## src/eabc_pkg.sv

```systemverilog
// eabc_pkg: shared constants of the external area bus controller.
// assumes a 16-bit register file reached over a 32-bit wishbone bus.
`default_nettype none
package eabc_pkg;
  // area count and wishbone byte offsets
  localparam int         AREAS   = 8;
  localparam logic [7:0] OFS_BWC = 8'h00;
  localparam logic [7:0] OFS_AST = 8'h04;
  localparam logic [7:0] OFS_WCA = 8'h08;
  localparam logic [7:0] OFS_WCB = 8'h0C;
  localparam logic [7:0] OFS_IDL = 8'h10;
  localparam logic [7:0] OFS_RDN = 8'h14;
  localparam logic [7:0] OFS_END = 8'h18;
  localparam logic [7:0] OFS_STS = 8'h1C;
  // reset values and fixed bits
  localparam logic [15:0] RST_BWC_8   = 16'hFFFF;
  localparam logic [15:0] RST_BWC_16  = 16'hFEFF;
  localparam logic [15:0] LOWER_FORCE = 16'h00FF;
  localparam logic [7:0]  RST_AST     = 8'hFF;
  localparam logic [15:0] RST_WC      = 16'h7777;
  localparam logic [15:0] WC_MASK     = 16'h7777;
  localparam int          WC_STRIDE   = 4;
  localparam int          BWC_UPPER   = 8;
  // idle control field positions
  localparam int IDL_RR  = 0;
  localparam int IDL_RW  = 1;
  localparam int IDL_WR  = 2;
  localparam int IDL_DS  = 3;
  localparam int IDL_CNT = 4;
  // strap settle: two sync stages plus one load cycle
  localparam logic [1:0] STRAP_SETTLE = 2'h3;
  // external access states
  typedef enum logic [2:0] {ST_IDLE, ST_IDLEC, ST_T1, ST_T2, ST_TW, ST_T3} eabc_state_type;
endpackage : eabc_pkg
`default_nettype wire

```

## src/eabc_top.sv

```systemverilog
// eabc_top: external area bus controller with wishbone register slave.
// assumes masters hold requests until their ack pulse; pins are async.
`timescale 1ns/1ns
`default_nettype none
module eabc_top
  import eabc_pkg::*;
#(
  parameter int AW       = 24,
  parameter int BUS_DIV  = 4,
  parameter int PERI_DIV = 8
) (
  // clock and reset
  input  wire logic          clk_i,
  input  wire logic          rst_i,
  // strap: high for 16-bit boot
  input  wire logic          boot16_i,
  // wishbone register slave
  input  wire logic          wb_cyc_i,
  input  wire logic          wb_stb_i,
  input  wire logic          wb_we_i,
  input  wire logic [7:0]    wb_adr_i,
  input  wire logic [3:0]    wb_sel_i,
  input  wire logic [31:0]   wb_dat_i,
  output logic [31:0]        wb_dat_o,
  output logic               wb_ack_o,
  // cpu external port
  input  wire logic          cpu_req_i,
  input  wire logic          cpu_we_i,
  input  wire logic [AW-1:0] cpu_addr_i,
  input  wire logic [15:0]   cpu_wdata_i,
  input  wire logic [1:0]    cpu_be_i,
  output logic               cpu_ack_o,
  output logic [15:0]        cpu_rdata_o,
  // dma external port
  input  wire logic          dma_req_i,
  input  wire logic          dma_we_i,
  input  wire logic          dma_single_i,
  input  wire logic [AW-1:0] dma_addr_i,
  input  wire logic [15:0]   dma_wdata_i,
  input  wire logic [1:0]    dma_be_i,
  output logic               dma_ack_o,
  output logic [15:0]        dma_rdata_o,
  // cpu peripheral write port
  input  wire logic          pw_req_i,
  input  wire logic [15:0]   pw_addr_i,
  input  wire logic [15:0]   pw_wdata_i,
  output logic               pw_ack_o,
  output logic               peri_we_o,
  output logic [15:0]        peri_addr_o,
  output logic [15:0]        peri_wdata_o,
  // external bus pins
  output logic [AW-1:0]      ext_addr_o,
  output logic [15:0]        ext_data_o,
  output logic [1:0]         ext_data_oe_o,
  input  wire logic [15:0]   ext_data_i,
  output logic [AREAS-1:0]   ext_cs_n_o,
  output logic               ext_rd_n_o,
  output logic               ext_wr_n_o,
  output logic               ext_dack_o
);
  typedef struct packed {
    eabc_state_type st;
    logic [15:0]    bwc;
    logic [7:0]     ast;
    logic [15:0]    wca;
    logic [15:0]    wcb;
    logic [5:0]     idl;
    logic [7:0]     rdn;
    logic [7:0]     endi;
    logic           strap_s1;
    logic           strap_s2;
    logic [1:0]     strap_cnt;
    logic [15:0]    din_s1;
    logic [15:0]    din_s2;
    logic           wb_ack;
    logic [31:0]    wb_dat;
    logic [7:0]     bdiv;
    logic [7:0]     pdiv;
    logic           dma;
    logic           we;
    logic           w8;
    logic           three;
    logic           early;
    logic           le;
    logic           dsa;
    logic           phase;
    logic [2:0]     wcnt;
    logic [1:0]     icnt;
    logic [AW-1:0]  addr;
    logic [15:0]    wdat;
    logic [1:0]     be;
    logic [15:0]    rdat;
    logic           lv;
    logic           lrd;
    logic           ldsa;
    logic [2:0]     larea;
    logic           cpu_ack;
    logic           dma_ack;
    logic           pw_ack;
  } eabc_regs_type;
  eabc_regs_type r_reg, r_next;

  logic          bus_ce, peri_ce, gnt_cpu, gnt_dma, start, fin, done;
  logic          xw_ready, xw_valid, xw_take, pw_ready, pw_valid;
  logic [AW+17:0] xw_data;
  logic [31:0]   pw_data;
  logic          active, last_st, lane, rda, wb_wr;
  logic [2:0]    area, n_area;
  logic          n_we, n_idle;
  logic [AW-1:0] n_addr;
  logic [15:0]   n_wdat;
  logic [1:0]    n_be;
  logic [31:0]   wait_all;

  // byte-lane merge for 16-bit registers
  function automatic logic [15:0] merge16(input logic [15:0] old, input logic [15:0] d,
                                          input logic [1:0] sel);
    merge16 = {sel[1] ? d[15:8] : old[15:8], sel[0] ? d[7:0] : old[7:0]};
  endfunction : merge16

  assign bus_ce  = r_reg.bdiv == 8'(BUS_DIV - 1);
  assign peri_ce = r_reg.pdiv == 8'(PERI_DIV - 1);

  // external posted writes from the cpu
  assign xw_valid = cpu_req_i && cpu_we_i && !r_reg.cpu_ack;
  eabc_wr_buffer #(.W(AW + 18)) u_xbuf (
    .clk_i       (clk_i),
    .rst_i       (rst_i),
    .in_valid_i  (xw_valid),
    .in_ready_o  (xw_ready),
    .in_data_i   ({cpu_addr_i, cpu_wdata_i, cpu_be_i}),
    .out_valid_o (xw_take),
    .out_ready_i (start && gnt_cpu),
    .out_data_o  (xw_data)
  );

  // peripheral writes drained on the peripheral enable
  assign pw_valid = pw_req_i && !r_reg.pw_ack;
  eabc_wr_buffer #(.W(32)) u_pbuf (
    .clk_i       (clk_i),
    .rst_i       (rst_i),
    .in_valid_i  (pw_valid),
    .in_ready_o  (pw_ready),
    .in_data_i   ({pw_addr_i, pw_wdata_i}),
    .out_valid_o (peri_we_o),
    .out_ready_i (peri_ce),
    .out_data_o  (pw_data)
  );
  assign peri_addr_o  = pw_data[31:16];
  assign peri_wdata_o = pw_data[15:0];

  // one master owns the external bus; buffered writes drain before cpu reads
  eabc_arbiter u_arb (
    .clk_i     (clk_i),
    .rst_i     (rst_i),
    .req_cpu_i (xw_take || (cpu_req_i && !cpu_we_i && !r_reg.cpu_ack)),
    .req_dma_i (dma_req_i && !r_reg.dma_ack),
    .release_i (done),
    .gnt_cpu_o (gnt_cpu),
    .gnt_dma_o (gnt_dma)
  );

  // request that starts next, and where it lands
  always_comb begin
    if (gnt_dma) begin
      n_we = dma_we_i;
      n_addr = dma_addr_i;
      n_wdat = dma_wdata_i;
      n_be = dma_be_i;
    end else if (xw_take) begin
      n_we = 1'b1;
      n_addr = xw_data[AW+17:18];
      n_wdat = xw_data[17:2];
      n_be = xw_data[1:0];
    end else begin
      n_we = 1'b0;
      n_addr = cpu_addr_i;
      n_wdat = cpu_wdata_i;
      n_be = cpu_be_i;
    end
  end
  // area taken from the top address bits
  assign n_area   = n_addr[AW-1 -: 3];
  assign area     = r_reg.addr[AW-1 -: 3];
  assign wait_all = {r_reg.wca, r_reg.wcb};

  // idle need from the previous access
  assign n_idle = r_reg.lv && (
      (r_reg.idl[IDL_RR] && r_reg.lrd && !n_we && n_area != r_reg.larea) ||
      (r_reg.idl[IDL_RW] && r_reg.lrd && n_we) ||
      (r_reg.idl[IDL_WR] && !r_reg.lrd && !n_we) ||
      (r_reg.idl[IDL_DS] && r_reg.ldsa));

  // cycle phases
  assign start   = bus_ce && r_reg.st == ST_IDLE && (gnt_cpu || gnt_dma);
  assign active  = r_reg.st == ST_T1 || r_reg.st == ST_T2 || r_reg.st == ST_TW || r_reg.st == ST_T3;
  assign last_st = (r_reg.st == ST_T2 && !r_reg.three) || r_reg.st == ST_T3;
  assign fin     = bus_ce && last_st;
  assign done    = fin && !(r_reg.w8 && (&r_reg.be) && !r_reg.phase);
  // early negation lifts the strobe for the last state
  assign rda     = active && !r_reg.we && !(last_st && r_reg.early);
  // byte lane in use; big endian puts the upper byte first
  assign lane    = (&r_reg.be) ? (r_reg.phase ^ !r_reg.le) : r_reg.be[1];
  assign wb_wr   = wb_cyc_i && wb_stb_i && wb_we_i && r_reg.wb_ack;

  // next state of the whole block
  always_comb begin
    r_next = r_reg;
    r_next.cpu_ack = 1'b0;
    r_next.dma_ack = 1'b0;
    r_next.pw_ack = pw_valid && pw_ready;
    r_next.strap_s1 = boot16_i;
    r_next.strap_s2 = r_reg.strap_s1;
    r_next.din_s1 = ext_data_i;
    r_next.din_s2 = r_reg.din_s1;
    r_next.bdiv = bus_ce ? 8'h00 : r_reg.bdiv + 8'h01;
    r_next.pdiv = peri_ce ? 8'h00 : r_reg.pdiv + 8'h01;
    if (xw_valid && xw_ready) r_next.cpu_ack = 1'b1;
    // strap loads area 0 width once synchronised
    if (r_reg.strap_cnt != STRAP_SETTLE) begin
      r_next.strap_cnt = r_reg.strap_cnt + 2'h1;
      if (r_reg.strap_cnt == STRAP_SETTLE - 2'h1)
        r_next.bwc = r_reg.strap_s2 ? RST_BWC_16 : RST_BWC_8;
    end
    // wishbone slave: one wait state, write lands on the ack edge
    r_next.wb_ack = wb_cyc_i && wb_stb_i && !r_reg.wb_ack;
    r_next.wb_dat = 32'h0000_0000;
    if (wb_adr_i == OFS_BWC) r_next.wb_dat[15:0] = r_reg.bwc;
    else if (wb_adr_i == OFS_AST) r_next.wb_dat[15:8] = r_reg.ast;
    else if (wb_adr_i == OFS_WCA) r_next.wb_dat[15:0] = r_reg.wca;
    else if (wb_adr_i == OFS_WCB) r_next.wb_dat[15:0] = r_reg.wcb;
    else if (wb_adr_i == OFS_IDL) r_next.wb_dat[5:0] = r_reg.idl;
    else if (wb_adr_i == OFS_RDN) r_next.wb_dat[7:0] = r_reg.rdn;
    else if (wb_adr_i == OFS_END) r_next.wb_dat[7:0] = r_reg.endi;
    else if (wb_adr_i == OFS_STS)
      r_next.wb_dat[3:0] = {r_reg.st != ST_IDLE, xw_take, peri_we_o, r_reg.dma};
    if (wb_wr) begin
      // lower width bits are held at one
      if (wb_adr_i == OFS_BWC)
        r_next.bwc = merge16(r_reg.bwc, wb_dat_i[15:0], wb_sel_i[1:0]) | LOWER_FORCE;
      else if (wb_adr_i == OFS_AST && wb_sel_i[1]) r_next.ast = wb_dat_i[15:8];
      else if (wb_adr_i == OFS_WCA)
        r_next.wca = merge16(r_reg.wca, wb_dat_i[15:0], wb_sel_i[1:0]) & WC_MASK;
      else if (wb_adr_i == OFS_WCB)
        r_next.wcb = merge16(r_reg.wcb, wb_dat_i[15:0], wb_sel_i[1:0]) & WC_MASK;
      else if (wb_adr_i == OFS_IDL && wb_sel_i[0]) r_next.idl = wb_dat_i[5:0];
      else if (wb_adr_i == OFS_RDN && wb_sel_i[0]) r_next.rdn = wb_dat_i[7:0];
      else if (wb_adr_i == OFS_END && wb_sel_i[0]) r_next.endi = wb_dat_i[7:0];
    end
    // read capture: last synchronised sample while the strobe is low
    if (bus_ce && rda) begin
      if (!r_reg.w8) r_next.rdat = r_reg.le ? {r_reg.din_s2[7:0], r_reg.din_s2[15:8]}
                                            : r_reg.din_s2;
      else if (lane) r_next.rdat[15:8] = r_reg.din_s2[7:0];
      else r_next.rdat[7:0] = r_reg.din_s2[7:0];
    end
    // external access sequencer, advanced on the bus enable only
    if (bus_ce) begin
      case (r_reg.st)
        ST_IDLE: begin
          if (start) begin
            r_next.dma = gnt_dma;
            r_next.we = n_we;
            r_next.addr = n_addr;
            r_next.wdat = n_wdat;
            r_next.be = n_be;
            r_next.dsa = gnt_dma && dma_single_i;
            r_next.phase = 1'b0;
            r_next.w8 = r_reg.bwc[BWC_UPPER + n_area] && r_reg.bwc[n_area];
            // access-state bit picks 3-state with waits
            r_next.three = r_reg.ast[n_area];
            r_next.wcnt = wait_all[n_area * WC_STRIDE +: 3];
            r_next.early = r_reg.rdn[n_area];
            r_next.le = r_reg.endi[n_area];
            r_next.icnt = r_reg.idl[IDL_CNT +: 2];
            r_next.st = n_idle ? ST_IDLEC : ST_T1;
          end
        end
        ST_IDLEC: begin
          if (r_reg.icnt == 2'h0) r_next.st = ST_T1;
          else r_next.icnt = r_reg.icnt - 2'h1;
        end
        ST_T1: r_next.st = ST_T2;
        ST_T2: begin
          if (r_reg.three) r_next.st = (r_reg.wcnt != 3'h0) ? ST_TW : ST_T3;
        end
        ST_TW: begin
          r_next.wcnt = r_reg.wcnt - 3'h1;
          if (r_reg.wcnt == 3'h1) r_next.st = ST_T3;
        end
        default: ;
      endcase
      if (fin) begin
        if (done) begin
          r_next.st = ST_IDLE;
          r_next.lv = 1'b1;
          r_next.lrd = !r_reg.we;
          r_next.ldsa = r_reg.dsa && r_reg.we;
          r_next.larea = area;
          r_next.dma_ack = r_reg.dma;
          if (!r_reg.dma && !r_reg.we) r_next.cpu_ack = 1'b1;
        end else begin
          r_next.phase = 1'b1;
          r_next.st = ST_T1;
          r_next.wcnt = wait_all[area * WC_STRIDE +: 3];
        end
      end
    end
    // synchronous reset to constants only
    if (rst_i) begin
      r_next = '0;
      r_next.bwc = RST_BWC_8;
      r_next.ast = RST_AST;
      r_next.wca = RST_WC;
      r_next.wcb = RST_WC;
    end
  end

  always_ff @(posedge clk_i) begin
    r_reg <= r_next;
  end

  // outputs
  assign wb_ack_o    = r_reg.wb_ack;
  assign wb_dat_o    = r_reg.wb_dat;
  assign cpu_ack_o   = r_reg.cpu_ack;
  assign dma_ack_o   = r_reg.dma_ack;
  assign pw_ack_o    = r_reg.pw_ack;
  assign cpu_rdata_o = r_reg.rdat;
  assign dma_rdata_o = r_reg.rdat;
  assign ext_addr_o  = {r_reg.addr[AW-1:1], r_reg.w8 && (r_reg.le ? lane : !lane)};
  // byte swap on 16-bit little-endian areas
  assign ext_data_o  = r_reg.w8 ? {8'h00, lane ? r_reg.wdat[15:8] : r_reg.wdat[7:0]}
                     : (r_reg.le ? {r_reg.wdat[7:0], r_reg.wdat[15:8]} : r_reg.wdat);
  // single-address dma leaves the data bus to the device pair
  assign ext_data_oe_o = (active && r_reg.we && !r_reg.dsa) ? {!r_reg.w8, 1'b1} : 2'b00;
  assign ext_cs_n_o  = active ? ~(8'h01 << area) : 8'hFF;
  assign ext_rd_n_o  = !rda;
  assign ext_wr_n_o  = !(active && r_reg.we && r_reg.st != ST_T1);
  assign ext_dack_o  = active && r_reg.dsa;
endmodule : eabc_top
`default_nettype wire

```

## src/eabc_wr_buffer.sv

```systemverilog
// eabc_wr_buffer: one-entry posted write buffer.
// assumes the filler holds in_valid until it sees in_ready.
`timescale 1ns/1ns
`default_nettype none
module eabc_wr_buffer #(
  parameter int W = 32
) (
  // clock and reset
  input  wire logic         clk_i,
  input  wire logic         rst_i,
  // filling side
  input  wire logic         in_valid_i,
  output logic              in_ready_o,
  input  wire logic [W-1:0] in_data_i,
  // draining side
  output logic              out_valid_o,
  input  wire logic         out_ready_i,
  output logic [W-1:0]      out_data_o
);
  typedef struct packed {
    logic         full;
    logic [W-1:0] data;
  } eabc_wb_state_type;
  eabc_wb_state_type r_reg, r_next;

  // a drained entry frees the slot only next cycle, trading speed for a short path
  always_comb begin
    r_next = r_reg;
    if (rst_i) begin
      r_next = '0;
    end else if (r_reg.full) begin
      if (out_ready_i) r_next.full = 1'b0;
    end else if (in_valid_i) begin
      r_next.full = 1'b1;
      r_next.data = in_data_i;
    end
  end

  always_ff @(posedge clk_i) begin
    r_reg <= r_next;
  end

  assign in_ready_o  = !r_reg.full;
  assign out_valid_o = r_reg.full;
  assign out_data_o  = r_reg.data;
endmodule : eabc_wr_buffer
`default_nettype wire

```

## src/eabc_arbiter.sv

```systemverilog
// eabc_arbiter: grants the external bus to cpu or dma, one at a time.
// assumes release_i pulses in the cycle the owner's access ends.
`timescale 1ns/1ns
`default_nettype none
module eabc_arbiter (
  // clock and reset
  input  wire logic clk_i,
  input  wire logic rst_i,
  // requests and release
  input  wire logic req_cpu_i,
  input  wire logic req_dma_i,
  input  wire logic release_i,
  // grants
  output logic      gnt_cpu_o,
  output logic      gnt_dma_o
);
  typedef struct packed {
    logic busy;
    logic dma;
  } eabc_arb_state_type;
  eabc_arb_state_type r_reg, r_next;

  // dma wins ties; ownership holds until release
  always_comb begin
    r_next = r_reg;
    if (rst_i || release_i) begin
      r_next = '0;
    end else if (!r_reg.busy && (req_cpu_i || req_dma_i)) begin
      r_next.busy = 1'b1;
      r_next.dma  = req_dma_i;
    end
  end

  always_ff @(posedge clk_i) begin
    r_reg <= r_next;
  end

  assign gnt_cpu_o = r_reg.busy && !r_reg.dma;
  assign gnt_dma_o = r_reg.busy && r_reg.dma;
endmodule : eabc_arbiter
`default_nettype wire

```

## config.mk

```make
export PLATFORM = sky130hd
export DESIGN_NAME = eabc_top
export DESIGN_NICKNAME = d
export VERILOG_FILES = /design/src/eabc_pkg.sv /design/src/eabc_top.sv /design/src/eabc_wr_buffer.sv /design/src/eabc_arbiter.sv
export SDC_FILE = /design/constraint.sdc
export NUM_CORES = 1
export LEC_CHECK = 0
export ABC_AREA = 1
export ABC_CLOCK_PERIOD_IN_PS = 2400
export BUFFER_PORTS_ARGS = -buffer_cell sky130_fd_sc_hd__buf_2
export CAP_MARGIN = 20
export CORE_MARGIN = 8
export CORE_UTILIZATION = 49
export DETAILED_ROUTE_END_ITERATION = 8
export PLACE_DENSITY = 0.71
export SLEW_MARGIN = 20
export SYNTH_ARGS = -nofsm -noshare
export SYNTH_HDL_FRONTEND = slang
export SYNTH_HIERARCHICAL = 1
export SYNTH_SLANG_ARGS = --single-unit
```

## constraint.sdc

```tcl
create_clock -name clk_i -period 2.4 [get_ports clk_i]
set_input_delay 0.24 -clock clk_i [delete_from_list [all_inputs] [get_ports clk_i]]
set_output_delay 0.24 -clock clk_i [all_outputs]
set_load 0.05 [all_outputs]
```

==> results of run 1 <==
[through the flow]
stage | setup TNS (ns) | hold slack (ns) | power [uW]
6_report | 0 | 0.02243 | 12170
5_1_grt | -0.01082 | 0.03455 | 12680
4_1_cts | 0 | 0.004453 | 12260
3_5_place_dp | 0 | 0.3948 | 6916
3_3_place_gp | 0 | 0.3913 | 6889
2_1_floorplan | -0.1167 | 0.3091 | 6478
[how the worst max path moves through the flow]
stage / endpoint / cells after the start / from / slack, ns
CTS: ext_data_o[10] / 5 / r_reg[74]$_SDFFE_PP0P_ / 0.006
global route: ext_data_o[2] / 6 / r_reg[77]$_SDFFE_PP0P_ / -0.006
global placement: u_xbuf/out_valid_o$_SDFF_PP0_ / 14 / u_arb/r_reg[1]$_SDFFE_PP0P_ / 0.25
finish: ext_data_o[6] / 8 / r_reg[74]$_SDFFE_PP0P_ / 0.10
detailed placement: u_xbuf/out_valid_o$_SDFF_PP0_ / 14 / u_arb/r_reg[1]$_SDFFE_PP0P_ / 0.22
floorplan: ext_data_o[0] / 4 / r_reg[74]$_SDFFE_PP0P_ / -0.01
[worst max-delay path, stage by stage (launching register included)]
cell	delay [ns]
dfxtp_2	0.35
or2_2	0.30
a31oi_4	0.15
nor2_2	0.08
nor2_4	0.14
buf_6	0.15
nand2_1	0.06
o21ai_0	0.08
buf_4	0.24
[final cells by class]
class,count,area [um^2]
clock inverter,12,188.9
fill,2777,12070
timing repair buffer,382,2232
antenna,5,12.51
timing repair inverter,1,7.507
inverter,292,1100
tap,390,488.0
clock buffer,45,933.4
multi-input combinational,1294,6399
sequential,298,5969
[power groups by stage]
stage / combinational, uW / clock, uW / sequential (uW)
2_1_floorplan: 975 / 0 / 5500
3_3_place_gp: 1570 / 0 / 5320
3_5_place_dp: 1590 / 0 / 5330
4_1_cts: 1640 / 5400 / 5220
5_1_grt: 1810 / 5630 / 5240
6_report: 1650 / 5300 / 5220
[repair_timing]
action	CTS	global route
hold endpoints to repair	29	0
pin swaps	0	1
cloned	0	2
setup buffers	0	1
endpoints found under the setup margin	13	26
resized for setup	11	22
hold buffers	27	0
[layer usage]
metal,up-vias,wire [um],global-route usage [%]
met3,110,3684,6.303
met4,12,1336,7.396
li1,7022,-,-
met5,-,68,0
met1,6370,19300,31.17
met2,539,20890,40.32
==> metrics.csv, run 1 <==
metric,value,unit
run status,"complete, no violations",
clk root buf,clkbuf_16,
Final Instance Count excl. Fillers,2719,
core occupancy in the finished layout,58.94,%
starting utilization of the core area,49.48,%
post-synthesis area per instance,7.065,um^2
cell internal power dissipation,8898,uW
final setup vio count,0,
GR Overflow Total,0,
final hold violation count,0,
sequential fraction of design power,42.9,%
Comb pwr share,13.5,%
Max Transition Viols Final,0,
Tightest Hold Check Type,in2reg,
number of flip-flops in the largest register,162,
min setup slack post-route,0.1006,ns
vertical die dimension,188.3,um
kind of launch point of the worst setup path,flip-flop,
setup slack on the worst flop-to-flop path,0.16,ns
TritonCTS clock tree,built,
leakage power,0.008438,uW
number of routed nets with antenna violations,0,
WP data required,2.16,ns
clock network fraction of design power,43.5,%
Max clock buf depth,3,
number of global-route vias before repair,13390,
"wirelength, routed",45280,um
capture point of the worst reg-to-reg path,u_xbuf/out_valid_o$_SDFF_PP0_,
routability cong.,0.9218,
design area,0.01733,mm^2
Reg-to-Reg Start,r_reg[244]$_SDFFE_PP0P_,
DRC violation total after the first TritonRoute iteration,1094,
count of mapped cells out of synthesis,2059,
Final Net Count,2500,
worst setup slack before clock tree synthesis,0.2168,ns
fraction of layout cells with a size suffix above 1,20.74,%
Hold Path Depth,3,
worst vdd rail ir drop,0.0004986,V
switching power,3271,uW
later-pin clock latency in the skew report,0.51,ns
row count,63,
Layout area overhead,19.13,%
power density over the cells,702.2,mW/mm^2
end point of the worst hold path,r_reg[237]$_SDFFE_PP1P_,
overall track demand over capacity in global routing,24.50,%
half-perimeter wire length of the detailed placement result,33200,um
"commonest non-fill, non-tap cell in the layout",nand2_1,
top-level port count,342,
total DRC errors in the routed layout,0,
netlist area before placement,0.01455,mm^2
WP data arrival,2.06,ns
worst clock skew,0.01538,ns
share of the clock period used by the worst path after layout,95.81,%
worst slew margin relative to its limit,46.99,%
pin count of the biggest net entering global routing,62,
initial antenna violation count,9,
sink count of the clock tree,298,
f_max,434.9,MHz
Die X-Extent,188.3,um
placed insts,2627,
number of buffer cells added on primary ports,305,
die area,0.03546,mm^2
via count of the routed design,14053,
FF-to-FF path depth,12,
MaxCap Viol Count,0,
number of H-tree branching levels,2,
endpoint type of the worst setup path,output port,
Worst Setup Path Type,reg2out,
"commonest cells after routing, fill and taps aside","nand2_1 (420), dfxtp_1 (295), buf_2 (294), inv_1 (275), nor2_1 (262)",
Final min period,2.299,ns
unrepaired setup endpoints after global routing,true,
mean routed wirelength per cell,16.65,um
Max Fanout on Critical Path,8,
drt via density,5.168,
Syn. warnings,6,
Area after DPL,0.01581,mm^2
Std-Cell Core Area,0.02940,mm^2
clock-pin transition on the worst setup and hold timing paths,0.07,ns
slew at the pin with the worst max-slew slack,0.7941,ns
number of iterations in the first detailed-routing pass,6,
number of CTS-inserted buffers,34,
min-delay src,wb_dat_i[10],
global-route wire length before repair,71700,um
switching part of the total,26.88,%
Note: power is estimated with default switching activity, not from simulation.
==> run 2, diff against run 1 <==
- ABC_AREA: 1 -> 0
- PLACE_DENSITY: 0.71 -> 0.76
==> metrics.csv, run 2 <==
metric,value,unit,change
run status,"finished, violations left",,
violations in the final reports,setup timing,,
half-perimeter wire length of the detailed placement result,30170,um,-9.1%
fill cell instance count of the final layout,2513,,-9.5%
min-delay src,wb_dat_i[13],,
number of global-route vias before repair,12815,,-4.3%
sequential fraction of design power,43.3,%,+0.4 points
WP data arrival,3.03,ns,+0.97 ns
count of mapped cells out of synthesis,1642,,-20%
total DRC errors in the routed layout,0,,unchanged
placed insts,2225,,-15%
"wirelength, routed",43550,um,-3.8%
end point of the worst hold path,r_reg[224]$_SDFFE_PP1P_,,
critical path's slowest cell,or4b_4,,
worst vdd rail ir drop,0.0004731,V,-5.1%
Tightest Hold Check Type,in2reg,,
post-synthesis area per instance,9.008,um^2,+27%
"critical path, cell by cell",ha_4 -> or4b_4 -> or4_4 -> a2111o_1 -> buf_4 -> a21oi_4 -> buf_12 -> nor2_1 -> a211oi_2,,
Final Instance Count excl. Fillers,2333,,-14%
number of CTS-inserted buffers,34,,unchanged
clock-pin transition on the worst setup and hold timing paths,0.06,ns,about the same
die area,0.03600,mm^2,+1.5%
leakage power,0.007334,uW,-13%
final hold violation count,0,,unchanged
Reg-to-Reg Start,r_reg[89]$_SDFF_PP0_,,
unrepaired setup endpoints after global routing,true,,
Syn. warnings,6,,unchanged
setup slack on the worst flop-to-flop path,-0.21,ns,-0.37 ns
sink count of the clock tree,298,,unchanged
slew at the pin with the worst max-slew slack,0.8693,ns,+0.07523 ns
drt via density,5.517,,+6.7%
Die X-Extent,189.7,um,+0.76%
initial antenna violation count,7,,-2
cell internal power dissipation,8913,uW,+0.16%
TritonCTS clock tree,built,,
layer with the highest usage,met2,,
Setup TNS,-5.075,ns,-5.075 ns
switching power,3081,uW,-5.8%
category of cells accounting for the largest share of critical-path delay,simple AND/OR/NAND/NOR gates,,
Max Fanout on Critical Path,14,,+6
FF-to-FF path depth,9,,-3
Critical Path Max Stage Delay,0.45,ns,+0.10 ns
starting utilization of the core area,49.77,%,+0.29 points
row count,63,,unchanged
vertical die dimension,189.7,um,+0.76%
clock network fraction of design power,43.6,%,about the same
mean routed wirelength per cell,18.67,um,+12%
"commonest non-fill, non-tap cell in the layout",buf_2,,
number of H-tree branching levels,2,,unchanged
met3 Resource Use GR,5.969,%,-0.33 points
MaxCap Viol Count,0,,unchanged
netlist area before placement,0.01479,mm^2,+1.7%
"commonest cells after routing, fill and taps aside","buf_2 (304), dfxtp_1 (294), nand2_1 (207), mux2i_1 (140), nor2_1 (105)",,
GR Overflow Total,0,,unchanged
routability cong.,0.9091,,-1.4%
Final Net Count,2112,,-16%
global-route wire length before repair,67560,um,-5.8%
WP data required,2.82,ns,+0.66 ns
Final min period,2.608,ns,+0.3086 ns
number of iterations in the first detailed-routing pass,6,,unchanged
f_max,383.4,MHz,-12%
pin count of the biggest net entering global routing,169,,+170%
overall track demand over capacity in global routing,22.79,%,-1.7 points
number of routed nets with antenna violations,0,,unchanged
fraction of layout cells with a size suffix above 1,28.90,%,+8.2 points
fraction of met2 tracks used by global routing,37.87,%,-2.5 points
Layout area overhead,23.22,%,
worst clock skew,0.01823,ns,+0.002849 ns
CP bufs+invs,2,,unchanged
via count of the routed design,12870,,-8.4%
Max Transition Viols Final,0,,unchanged
Comb pwr share,13.2,%,-0.3 points
top-level port count,342,,unchanged
Area after DPL,0.01643,mm^2,+3.9%
switching part of the total,25.69,%,-1.2 points
power density over the cells,658.1,mW/mm^2,-6.3%
clk root buf,clkbuf_16,,
design area,0.01823,mm^2,+5.2%
worst hold margin,0.01227,ns,-0.01016 ns
Max clock buf depth,3,,unchanged
Std-Cell Core Area,0.02972,mm^2,+1.1%
number of buffer cells added on primary ports,305,,unchanged
Hold Path Depth,3,,unchanged
final setup vio count,55,,+55
later-pin clock latency in the skew report,0.51,ns,about the same
worst slew margin relative to its limit,41.73,%,-5.3 points
global routing met1 resource utilization,28.00,%,-3.2 points
share of the clock period used by the worst path after layout,108.7,%,+13 points
number of flip-flops in the largest register,162,,unchanged
kind of launch point of the worst setup path,flip-flop,,
min setup slack post-route,-0.2080,ns,-0.3087 ns
DRC violation total after the first TritonRoute iteration,892,,-18%
Worst Setup Path Type,reg2reg,,
endpoint type of the worst setup path,flip-flop,,
capture point of the worst reg-to-reg path,cpu_rdata_o[1]$_SDFFE_PP0P_,,
worst setup slack before clock tree synthesis,-0.1639,ns,-0.3806 ns
run 2: cell type report:
| type | instances | area (um^2) | area share (%) |
|---|---|---|---|
| diodes | 5 | 12.51 | 0.06865 |
| multi-input cells | 1141 | 7796 | 42.78 |
| flip-flops and latches | 298 | 5973 | 32.77 |
| repair buffers | 421 | 2750 | 15.09 |
| well taps | 390 | 488.0 | 2.677 |
| clock buffers | 46 | 987.2 | 5.417 |
| inverters | 19 | 71.32 | 0.3913 |
| clock inverters | 13 | 146.4 | 0.8032 |
run 2: metrics by stage:
step / power (uW) / util, %
5_1_grt: 12460 / 61.33
4_1_cts: 12090 / 61.14
6_report: 11990 / 61.33
3_3_place_gp: 6749 / 55.29
2_1_floorplan: 6346 / -
3_5_place_dp: 6783 / 55.29
run 2: worst min-delay path: cells and delay by family:
kind	cells	cell delay (ns)
and+or+nand+nor	1	0.06
buffers and inverters	1	0.12
muxes	1	0.07
run 2: routing by layer:
metal | vias to the layer above | part of all wire, %
li1 | 6200 | -
met1 | 6107 | 42
met2 | 472 | 48
met3 | 87 | 7.6
met4 | 4 | 2.9
met5 | - | 0.053
run 2: timing repair:
action | 4_1_cts | 5_1_grt
gates cloned | 6 | 0
hold buffers | 28 | 0
setup buffers | 10 | 2
setup endpoints to repair | 75 | 78
pin swaps | 6 | 11
resized for setup | 18 | 24
endpoints found under the hold margin | 29 | 0
run 2: worst max path at each step:
stage | from | to | slack, ns | cells past startpoint
after floorplan | r_reg[89]$_SDFF_PP0_ | cpu_rdata_o[14]$_SDFFE_PP0P_ | -0.15 | 9
after global placement | r_reg[89]$_SDFF_PP0_ | cpu_rdata_o[12]$_SDFFE_PP0P_ | -0.07 | 8
after detailed placement | r_reg[89]$_SDFF_PP0_ | cpu_rdata_o[8]$_SDFFE_PP0P_ | -0.16 | 8
after CTS | r_reg[89]$_SDFF_PP0_ | cpu_rdata_o[3]$_SDFFE_PP0P_ | -0.17 | 9
after global routing | r_reg[89]$_SDFF_PP0_ | cpu_rdata_o[1]$_SDFFE_PP0P_ | -0.28 | 9
final | r_reg[89]$_SDFF_PP0_ | cpu_rdata_o[1]$_SDFFE_PP0P_ | -0.21 | 9
run 2: power by group through the flow:
stage / sequential [uW] / combinational [uW] / clock [uW]
after floorplan: 5420 / 924 / 0
after global placement: 5290 / 1460 / 0
after detailed placement: 5290 / 1490 / 0
after CTS: 5190 / 1570 / 5330
after global routing: 5200 / 1690 / 5560
final: 5190 / 1580 / 5230
==> run 3, diff against run 2 <==
==> constraint.sdc (replaced) <==
create_clock -name clk_i -period 2.4 [get_ports clk_i]
set_input_delay 0.36 -clock clk_i [delete_from_list [all_inputs] [get_ports clk_i]]
set_output_delay 0.36 -clock clk_i [all_outputs]
set_load 0.05 [all_outputs]
==> metrics.csv, run 3 (same netlist as run 2, synthesis figures left out) <==
metric,value,unit,change
TritonCTS clock tree,built,,
endpoint type of the worst setup path,flip-flop,,
drt via density,5.554,,+0.69%
leakage power,0.007211,uW,-1.7%
via count of the routed design,12764,,-0.82%
starting utilization of the core area,49.77,%,unchanged
number of CTS-inserted buffers,34,,unchanged
pin count of the biggest net entering global routing,104,,-38%
number of routed nets with antenna violations,0,,unchanged
GR Overflow Total,0,,unchanged
CP bufs+invs,1,,-1
category of cells accounting for the largest share of critical-path delay,simple AND/OR/NAND/NOR gates,,
Routed met2 length,19670,um,-5.3%
violations in the final reports,setup timing,,
sink count of the clock tree,298,,unchanged
Die X-Extent,189.7,um,unchanged
min setup slack post-route,-0.1300,ns,+0.07798 ns
Final Net Count,2079,,-1.6%
"commonest non-fill, non-tap cell in the layout",buf_2,,
"commonest cells after routing, fill and taps aside","buf_2 (293), dfxtp_1 (292), nand2_1 (207), mux2i_1 (140), nor2_1 (101)",,
Worst Setup Path Type,reg2reg,,
Layout area overhead,21.79,%,
number of buffer cells added on primary ports,305,,unchanged
Final min period,2.530,ns,-0.07798 ns
power density over the cells,675.0,mW/mm^2,+2.6%
overall track demand over capacity in global routing,22.01,%,-0.78 points
routability cong.,0.8734,,-3.9%
Max clock buf depth,3,,unchanged
global-route wire length before repair,65250,um,-3.4%
MaxCap Viol Count,0,,unchanged
clock-pin transition on the worst setup and hold timing paths,0.06,ns,about the same
post-route met1 wirelength,17790,um,-2.2%
top-level port count,342,,unchanged
die area,0.03600,mm^2,unchanged
Critical Path Max Stage Delay,0.48,ns,+0.03 ns
initial antenna violation count,6,,-1
fraction of layout cells with a size suffix above 1,29.61,%,+0.71 points
worst hold margin,0.06232,ns,+0.05005 ns
"wirelength, routed",42450,um,-2.5%
row count,63,,unchanged
number of iterations in the first detailed-routing pass,5,,-1
critical path's slowest cell,or4b_4,,
half-perimeter wire length of the detailed placement result,30050,um,-0.41%
WP data required,2.82,ns,about the same
"critical path, cell by cell",ha_4 -> or4b_4 -> or4_4 -> a2111o_1 -> a21oi_4 -> buf_12 -> nor2_4 -> a311oi_2,,
fill cell instance count of the final layout,2498,,-0.60%
run status,"finished, violations left",,
DRC violation total after the first TritonRoute iteration,873,,-2.1%
total DRC errors in the routed layout,0,,unchanged
WP data arrival,2.95,ns,-0.08 ns
final setup vio count,16,,-71%
worst slew margin relative to its limit,38.17,%,-3.6 points
mean routed wirelength per cell,18.47,um,-1.1%
Tightest Hold Check Type,in2reg,,
Max Transition Viols Final,0,,unchanged
Setup TNS,-1.374,ns,+3.701 ns
Std-Cell Core Area,0.02972,mm^2,unchanged
later-pin clock latency in the skew report,0.51,ns,about the same
number of H-tree branching levels,2,,unchanged
slew at the pin with the worst max-slew slack,0.9225,ns,+0.05318 ns
worst vdd rail ir drop,0.0005649,V,+19%
vertical die dimension,189.7,um,unchanged
clk root buf,clkbuf_16,,
worst setup slack before clock tree synthesis,-0.1085,ns,+0.05538 ns
share of the clock period used by the worst path after layout,105.4,%,-3.2 points
worst clock skew,0.01429,ns,-0.003931 ns
met3 wire len,3562,um,+8.3%
final hold violation count,0,,unchanged
unrepaired setup endpoints after global routing,true,,
f_max,395.3,MHz,+3.1%
top layer in use,met5,,
Max Fanout on Critical Path,8,,-6
kind of launch point of the worst setup path,flip-flop,,
number of global-route vias before repair,12588,,-1.8%
number of buffers inserted by hold repair at cts,0,,-100%
number of flip-flops in the largest register,162,,unchanged
-- run 3: per-stage QoR --
step / total power, uW / instance area, um^2 / instances / utilization, %
floorplan: 6345 / 14930 / 1657 / -
global placement: 6752 / 16370 / 2221 / 55.09
detailed placement: 6791 / 16400 / 2222 / 55.18
CTS: 12240 / 17720 / 2287 / 59.61
global route: 12630 / 18010 / 2296 / 60.60
finish: 12160 / 18010 / 2298 / 60.62
-- run 3: final timing paths --
| check | to | slack (ns) | start | depth (start not counted) |
|---|---|---|---|---|
| hold reg to reg | r_reg[134]$_SDFF_PP0_ | 0.43 | r_reg[150]$_SDFF_PP0_ | 1 |
| setup / recovery | cpu_rdata_o[10]$_SDFFE_PP0P_ | -0.13 | r_reg[88]$_SDFF_PP0_ | 8 |
| hold / removal | r_reg[164]$_SDFF_PP0_ | 0.06 | boot16_i | 2 |
| setup reg to reg | cpu_rdata_o[10]$_SDFFE_PP0P_ | -0.13 | r_reg[88]$_SDFF_PP0_ | 8 |
-- run 3: per-layer routing --
layer	GRT usage (%)	vias to the layer above
li1	-	6134
met3	6.445	101
met1	27.28	6058
met2	35.77	461
met5	0	-
met4	8.328	10
-- run 3: what timing repair did --
action | in CTS | in global routing
setup endpoints to repair | 68 | 51
pin swaps | 2 | 13
setup buffers | 5 | 8
gates cloned | 1 | 1
endpoints found under the hold margin | 0 | 0
gates resized for setup | 25 | 56
-- run 3: final cells by class --
| type | instances | area [um^2] | area share, % |
|---|---|---|---|
| Multi-Input combinational cell | 1141 | 7880 | 43.75 |
| Sequential cell | 298 | 5976 | 33.17 |
| Timing Repair Buffer | 388 | 2414 | 13.40 |
| Clock buffer | 48 | 1017 | 5.647 |
| Tap cell | 390 | 488.0 | 2.709 |
| Clock inverter | 11 | 160.2 | 0.8891 |
| Inverter | 19 | 71.32 | 0.3959 |
| Antenna cell | 3 | 7.507 | 0.04168 |
-- run 3: power by group --
| group | switching (uW) | internal, uW |
|---|---|---|
| clock | 2050 | 3380 |
| combinational | 952 | 581 |
| sequential | 99.3 | 5100 |
| total | 3100 | 9060 |
